--- src/sbm_pkg.sv ---
// Purpose: shared constants and types for the bus mastership handshake
// Assumes: one system clock, all strobes active low
// Notes: none
package sbm_pkg;

  // ----------------------------------------------------------------
  // timing
  // ----------------------------------------------------------------
  localparam int unsigned SBM_CLK_NS = 10;
  localparam logic [1:0] SBM_REQ_DROP_CYC = 2'h2;
  localparam logic [1:0] SBM_REL_WAIT_CYC = 2'h2;
  localparam logic [1:0] SBM_RELEASE_GAP_CYC = 2'h2;
  localparam logic [1:0] SBM_CNT_ZERO = 2'h0;
  localparam logic [1:0] SBM_CNT_ONE = 2'h1;

  // ----------------------------------------------------------------
  // states, gray coded along slave, wait, turn-on, master, drain
  // ----------------------------------------------------------------
  typedef enum logic [2:0] {
    SBM_SLAVE  = 3'h0,
    SBM_WAIT   = 3'h1,
    SBM_TURNON = 3'h3,
    SBM_MASTER = 3'h2,
    SBM_DRAIN  = 3'h6,
    SBM_RELEASE = 3'h7
  } sbm_state_t;

  // ----------------------------------------------------------------
  // carriers
  // ----------------------------------------------------------------
  typedef struct packed {
    logic work_ready;
    logic resources_ok;
    logic issue;
  } sbm_user_t;

  typedef struct packed {
    logic bus_grant_n;
    logic bus_release_n;
  } sbm_arb_in_t;

endpackage : sbm_pkg

--- src/sbm_delay2.sv ---
// Purpose: two-stage registered delay of a level
// Assumes: synchronous active low reset
// Notes: resets to the given constant
`timescale 1ns/10ps
`default_nettype none
module sbm_delay2 #(
  parameter logic RST_VAL = 1'b1
) (
  input wire logic i_clk,
  input wire logic i_resetn,
  input wire logic i_d,
  output logic o_q1,
  output logic o_q2
);
  typedef struct packed {
    logic q1;
    logic q2;
  } sbm_dly_t;

  sbm_dly_t state_ff;
  sbm_dly_t nxt_state;

  always_comb begin
    nxt_state.q1 = i_d;
    nxt_state.q2 = state_ff.q1;
  end

  always_ff @(posedge i_clk) begin
    if (!i_resetn) begin
      state_ff <= {RST_VAL, RST_VAL};
    end else begin
      state_ff <= nxt_state;
    end
  end

  assign o_q1 = state_ff.q1;
  assign o_q2 = state_ff.q2;
endmodule : sbm_delay2
`default_nettype wire

--- src/sbm_arb_handshake.sv ---
// Purpose: processor end of the shared bus mastership handshake
// Assumes: strobes sampled on the rising clock edge, inputs synchronous
// Notes: encodings of command and response fields are outside this block
//
// Contract
// - any reset leaves the bus in slave state, not driving lines
// - one dead cycle at each ownership change; lines ignored then
// - arbitration overlaps requests and responses
// - request raised only when work ready and resources available
// - request held until grant seen, dropped two cycles after grant
// - become master and drive two cycles after release seen
// - master keeps the bus until grant is seen negated
// - release pulse one cycle, at least two cycles after grant negated
// - issuing allowed in the two cycles after grant negation
// - issue only in master state, back to back allowed
`timescale 1ns/10ps
`default_nettype none
module sbm_arb_handshake
  import sbm_pkg::*;
(
  input wire logic i_clk,
  input wire logic i_resetn,
  input wire sbm_user_t i_user,
  input wire sbm_arb_in_t i_arb,
  output logic o_bus_request_n,
  output logic o_bus_release_n,
  output logic o_bus_drive_en,
  output logic o_issue_ok,
  output logic o_sample_ok,
  output logic o_is_master
);

  // ----------------------------------------------------------------
  // state
  // ----------------------------------------------------------------
  typedef struct packed {
    sbm_state_t st;
    logic req_n;
    logic rel_n;
    logic drive;
    logic issue_ok;
    logic sample_ok;
    logic master;
    logic gnt_seen;
    logic [1:0] cnt;
  } sbm_core_t;

  sbm_core_t state_ff;
  sbm_core_t nxt_state;

  logic gnt_q1;
  logic gnt_q2;
  logic rel_q1;
  logic rel_q2;

  // grant and release delayed by two edges, registered sampling
  sbm_delay2 #(.RST_VAL(1'b1)) u_gnt_dly (
    .i_clk(i_clk),
    .i_resetn(i_resetn),
    .i_d(i_arb.bus_grant_n),
    .o_q1(gnt_q1),
    .o_q2(gnt_q2)
  );

  sbm_delay2 #(.RST_VAL(1'b1)) u_rel_dly (
    .i_clk(i_clk),
    .i_resetn(i_resetn),
    .i_d(i_arb.bus_release_n),
    .o_q1(rel_q1),
    .o_q2(rel_q2)
  );

  // ----------------------------------------------------------------
  // next state
  // ----------------------------------------------------------------
  always_comb begin
    nxt_state = state_ff;
    nxt_state.rel_n = 1'b1;
    case (state_ff.st)
      SBM_SLAVE: begin
        nxt_state.drive = 1'b0;
        nxt_state.master = 1'b0;
        nxt_state.issue_ok = 1'b0;
        // parked grant may already be ours, but mastership needs release
        if (i_user.work_ready && i_user.resources_ok) begin
          nxt_state.req_n = 1'b0;
          nxt_state.gnt_seen = 1'b0;
          nxt_state.st = SBM_WAIT;
        end
        if (!i_arb.bus_release_n && !i_arb.bus_grant_n) begin
          nxt_state.st = SBM_TURNON;
          nxt_state.cnt = SBM_REL_WAIT_CYC - SBM_CNT_ONE;
          nxt_state.sample_ok = 1'b0;
        end
      end
      SBM_WAIT: begin
        // request is held regardless of the work vanishing
        if (!i_arb.bus_grant_n && !state_ff.gnt_seen) begin
          nxt_state.gnt_seen = 1'b1;
        end
        if (!i_arb.bus_release_n) begin
          nxt_state.st = SBM_TURNON;
          nxt_state.cnt = SBM_REL_WAIT_CYC - SBM_CNT_ONE;
          nxt_state.sample_ok = 1'b0;
        end
      end
      SBM_TURNON: begin
        // dead cycle is the first one here: nobody drives, lines ignored
        if (state_ff.cnt == SBM_CNT_ZERO) begin
          nxt_state.st = SBM_MASTER;
        end else begin
          nxt_state.cnt = state_ff.cnt - SBM_CNT_ONE;
          nxt_state.sample_ok = 1'b1;
          nxt_state.drive = 1'b1;
          nxt_state.master = 1'b1;
          nxt_state.issue_ok = 1'b1;
        end
      end
      SBM_MASTER: begin
        // issuing goes on while grant may be withdrawn
        nxt_state.issue_ok = 1'b1;
        if (gnt_q1) begin
          nxt_state.st = SBM_DRAIN;
          nxt_state.cnt = SBM_RELEASE_GAP_CYC - SBM_CNT_ONE;
        end
      end
      SBM_DRAIN: begin
        // issuing stays allowed; a busy issue postpones the release
        if (state_ff.cnt != SBM_CNT_ZERO) begin
          nxt_state.cnt = state_ff.cnt - SBM_CNT_ONE;
        end else if (!i_user.issue) begin
          nxt_state.rel_n = 1'b0;
          nxt_state.issue_ok = 1'b0;
          nxt_state.st = SBM_RELEASE;
        end
      end
      SBM_RELEASE: begin
        nxt_state.drive = 1'b0;
        nxt_state.master = 1'b0;
        nxt_state.issue_ok = 1'b0;
        nxt_state.sample_ok = 1'b0;
        nxt_state.st = SBM_SLAVE;
      end
      default: begin
        nxt_state.st = SBM_SLAVE;
      end
    endcase
    // request drops two cycles after grant was first observed
    if (state_ff.req_n == 1'b0 && !gnt_q2 && state_ff.gnt_seen) begin
      nxt_state.req_n = 1'b1;
    end
    if (state_ff.st == SBM_SLAVE && state_ff.drive == 1'b0 && state_ff.sample_ok == 1'b0) begin
      nxt_state.sample_ok = 1'b1;
    end
    if (state_ff.st == SBM_MASTER) begin
      nxt_state.sample_ok = 1'b1;
    end
  end

  // ----------------------------------------------------------------
  // registers
  // ----------------------------------------------------------------
  always_ff @(posedge i_clk) begin
    if (!i_resetn) begin
      state_ff.st <= SBM_SLAVE;
      state_ff.req_n <= 1'b1;
      state_ff.rel_n <= 1'b1;
      state_ff.drive <= 1'b0;
      state_ff.issue_ok <= 1'b0;
      state_ff.sample_ok <= 1'b1;
      state_ff.master <= 1'b0;
      state_ff.gnt_seen <= 1'b0;
      state_ff.cnt <= SBM_CNT_ZERO;
    end else begin
      state_ff <= nxt_state;
    end
  end

  assign o_bus_request_n = state_ff.req_n;
  assign o_bus_release_n = state_ff.rel_n;
  assign o_bus_drive_en = state_ff.drive;
  assign o_issue_ok = state_ff.issue_ok;
  assign o_sample_ok = state_ff.sample_ok;
  assign o_is_master = state_ff.master;

  // ----------------------------------------------------------------
  // checks
  // ----------------------------------------------------------------
  a_reset_slave: assert property (@(posedge i_clk) !i_resetn |=> !o_bus_drive_en)
    else $error("bus driven after reset");
  a_master_two: assert property (@(posedge i_clk) disable iff (!i_resetn)
    ($fell(i_arb.bus_release_n) && o_bus_release_n && !i_arb.bus_grant_n && !o_is_master)
      |=> ##1 o_bus_drive_en)
    else $error("master not taken two cycles after release");
  a_rel_pulse: assert property (@(posedge i_clk) disable iff (!i_resetn)
    !o_bus_release_n |=> o_bus_release_n)
    else $error("release pulse longer than one cycle");
  a_rel_gap: assert property (@(posedge i_clk) disable iff (!i_resetn)
    $rose(i_arb.bus_grant_n) |=> o_bus_release_n [*2])
    else $error("release too soon after grant negated");
  a_keep_bus: assert property (@(posedge i_clk) disable iff (!i_resetn)
    (o_is_master && !i_arb.bus_grant_n && !gnt_q1) |=> o_is_master)
    else $error("mastership dropped while granted");
  a_dead_cycle: assert property (@(posedge i_clk) disable iff (!i_resetn)
    !o_bus_release_n |=> !o_bus_drive_en && !o_sample_ok)
    else $error("no dead cycle after release");
  a_dead_acquire: assert property (@(posedge i_clk) disable iff (!i_resetn)
    ((state_ff.st == SBM_SLAVE || state_ff.st == SBM_WAIT) && !i_arb.bus_release_n && !i_arb.bus_grant_n)
      |=> !o_bus_drive_en && !o_sample_ok)
    else $error("no dead cycle when taking the bus");
  a_req_cause: assert property (@(posedge i_clk) disable iff (!i_resetn)
    ($fell(o_bus_request_n)) |-> $past(i_user.work_ready && i_user.resources_ok))
    else $error("request raised without work");
  a_issue_master: assert property (@(posedge i_clk) disable iff (!i_resetn)
    o_issue_ok |-> o_is_master)
    else $error("issue allowed outside master state");
  a_req_hold: assert property (@(posedge i_clk) disable iff (!i_resetn)
    (!o_bus_request_n && i_arb.bus_grant_n && !state_ff.gnt_seen) |=> !o_bus_request_n)
    else $error("request dropped before grant");

endmodule : sbm_arb_handshake
`default_nettype wire

--- config.mk ---
export PLATFORM = sky130hd
export DESIGN_NAME = sbm_arb_handshake
export DESIGN_NICKNAME = d
export VERILOG_FILES = /design/src/sbm_pkg.sv /design/src/sbm_delay2.sv /design/src/sbm_arb_handshake.sv
export SDC_FILE = /design/constraint.sdc
export NUM_CORES = 1
export LEC_CHECK = 0
export BUFFER_PORTS_ARGS = -buffer_cell sky130_fd_sc_hd__clkbuf_2
export CAP_MARGIN = 10
export CORE_UTILIZATION = 45
export CTS_CLUSTER_SIZE = 24
export DETAILED_ROUTE_END_ITERATION = 10
export PLACE_DENSITY = 0.67
export SLEW_MARGIN = 20
export SYNTH_ARGS = -nofsm -noshare
export SYNTH_HDL_FRONTEND = slang
export SYNTH_SLANG_ARGS = --single-unit
--- constraint.sdc ---
create_clock -name i_clk -period 1.66 [get_ports i_clk]
set_input_delay 0.249 -clock i_clk [delete_from_list [all_inputs] [get_ports i_clk]]
set_output_delay 0.249 -clock i_clk [all_outputs]
set_load 0.02 [all_outputs]
==> metrics.yaml <==
syn-mean-instance-area_um2: 8.42
num_vias: 605
clkPwrFrac_pct: 26.9
syn-cell-area_um2: 657
worstHoldStart: "i_user[0]"
drt_wl_total_um: 1410
criticalPathCategory: "flop to flop"
hold_path.class: "input port to flop"
worstPathRequired_ns: 1.87
syn_inst: 78
via_per_inst: 5.71
diodes: 0
drc: 0
drt_pre_antenna_iters: 4
hold_viol: 0
n_fill_cell: 137
pwr-share-comb_pct: 23.0
dp_hpwl_um: 1040
finalPower_uw: 716
portBuffers: 12
cts.sinks: 13
yosys_register_bits: 13
h-tree-depth: 1
nets: 100
switching_power_uw: 216
crit_arrival_ns: 1.67
grt_setup_unrepaired: "false"
grt_pass1_wl_um: 2100
die_x_um: 40.2
period_share_pct: 88.2
ys_warn_count: 0
timing.setup.tns_ns: 0
cap_violations: 0
synth_cell_type_count: 33
cp_num_buf_inv: 1
synth_nets: 86
clock.fmax_ghz: 0.683
r2r-start: "state_ff[0]"
synth_seq_area_share_pct: 39.6
holdWs_ns: 0.224
routabilityCongestion: 0.793
cts_buffer_depth: 2
hold_depth: 3
grt_usage_pct: 20.6
area_growth_pct: 15.0
irDropWorstVdd_mv: 0.488
drtAntennaViolNets: 0
grt_start_max_net_pins: 16
antenna_found_initial: 0
min_to: "o_bus_release_n"
end_kind: "flop"
clk_latency_ns: 0.27
relSlewSlack_pct: 69.3
num_rows: 13
wl_per_cell_um: 13.3
drv_slew: 0
swShare_pct: 30.1
status: "complete, no violations"
final_common_cell: "dfxtp_1"
cp_slowest_cell: "dfxtp_1"
mostFrequentLayoutCells: "dfxtp_1 (13), clkbuf_2 (12), o21ai_0 (7)"
gr-total-overflow: 0
cp_top_family: "flip-flops"
coreArea_um2: 1330
tightest_slew_ns: 0.459
ios: 13
cp_max_fo: 8
period_needed_ns: 1.46
cts_buffers: 3
synth_area_leader_cell: "dfxtp_1"
drive_gt1_share_pct: 20.9
synth.area.top_cells: "dfxtp_1 (40%), o21ai_0 (5.3%), a21oi_1 (4.6%)"
slowest_delay_ns: 0.35
drtIter0Drc: 17
cts_tree: "done"
power_density_nw_per_um2: 948
seqPwrFrac_pct: 50.1
reg2reg_slack_ns: 0.20
cp-startpoint: "state_ff[0]"
synth_top_area_share_pct: 39.6
critical_path.cell_chain: "inv_1 > ha_1 > o21ai_0 > nand2_1 > nor3_2 > mux2i_1"
dieArea_um2: 1620
p_leak_uw: 0.000319
die_h_um: 40.2
first_global_vias: 490
intPower_uw: 501
cts_root_buffer: "clkbuf_4"
setup_viol: 0
start_util_pct: 49.2
setup_slack_ns: 0.195
cts.reportedPaths.clkPinSlew_ns: 0.08
r2r-end: "state_ff[1]"
skew_ns: 0.00243
rr_worst_depth: 6
start_kind: "flop"
ctsHoldBuffers: 0
pre_cts_ws_ns: 0.156
==> worst max-delay path by stage <==
stage                     slack [ns]  cells past startpoint           to
after detailed placement        0.16                      6  state_ff[1]
after CTS                       0.09                      6  state_ff[1]
after global routing            0.06                      6   o_issue_ok
final                           0.20                      6  state_ff[1]
after floorplan                 0.32                      6  state_ff[1]
after global placement          0.21                      6  state_ff[1]
==> layer usage <==
layer  global-route usage, %  share of wire, %
met5                       0                 0
met4                    10.0               2.0
met3                    8.33               5.3
met2                    32.7                45
met1                    23.9                47
==> stage by stage <==
step           instances  utilization (%)  instance area, um2
6_report             106             56.7                 756
5_1_grt              106             56.7                 756
4_1_cts              106             56.3                 751
3_5_place_dp         102             54.3                 724
3_3_place_gp         102             54.3                 724
2_1_floorplan         78                -                 657
==> timing repair <==
action                     CTS  global route
buffers inserted             0             0
hold endpoints to repair     0             0
resized for setup            0             1
setup endpoints to repair    0             1
==> Yosys cell counts <==
cell	number
a2bb2oi_1	1
mux2i_1	1
o221ai_1	1
ha_1	1
dfxtp_1	13
nand2_1	5
nor3_1	3
a221oi_1	1
o221a_2	1
nand2b_1	3
o31ai_1	1
nor4b_1	1
nor2b_1	2
nand4_1	1
buf_4	1
and3_1	1
a22oi_1	2
and2_0	1
nor2_1	4
nand3_1	1
xor2_1	1
a311oi_1	1
inv_1	6
a21oi_1	6
or3b_1	1
clkbuf_1	1
o21bai_1	1
o21ai_0	7
buf_2	3
o211a_1	2
nand4b_1	2
o41ai_1	1
nand3b_1	1
==> sequential cells by signal, summed over array words and instances, names as in the netlist <==
register         cells
u_gnt_dly.o_q1       1
u_gnt_dly.o_q2       1
o_bus_request_n      1
o_bus_release_n      1
o_bus_drive_en       1
o_sample_ok          1
o_issue_ok           1
state_ff             6
==> power by group through the flow <==
stage | logic (uW) | registers [uW] | clock network, uW
5_1_grt | 185 | 363 | 210
4_1_cts | 162 | 358 | 203
2_1_floorplan | 116 | 365 | 0
6_report | 165 | 359 | 193
3_3_place_gp | 160 | 365 | 0
3_5_place_dp | 161 | 366 | 0
==> layout make-up <==
class | count | area, um2 | share of cell area, %
multi-input combinational | 54 | 353 | 46.7
sequential | 13 | 260 | 34.4
timing repair buffer | 14 | 75.1 | 9.93
clock buffer | 4 | 26.3 | 3.48
inverter | 6 | 22.5 | 2.98
tap | 15 | 18.8 | 2.48
==> cell families (layout without fill, tap and decap cells) <==
| group | count (synthesis) | in the layout | share of synthesized area, % |
|---|---|---|---|
| fa+ha+maj | 1 | 1 | 1.90 |
| xor+xnor | 1 | 1 | 1.33 |
| simple gates | 26 | 26 | 22.3 |
| flops | 13 | 13 | 39.6 |
| mux | 1 | 1 | 1.52 |
| compound gates | 25 | 25 | 25.9 |
| buf+inv | 11 | 24 | 7.43 |
==> worst min-delay path: cells and delay by family <==
| kind | cells | cell delay, ns |
|---|---|---|
| simple gates | 2 | 0.13 |
| buf+inv | 1 | 0.08 |
Power figures use the tool's default switching activity.
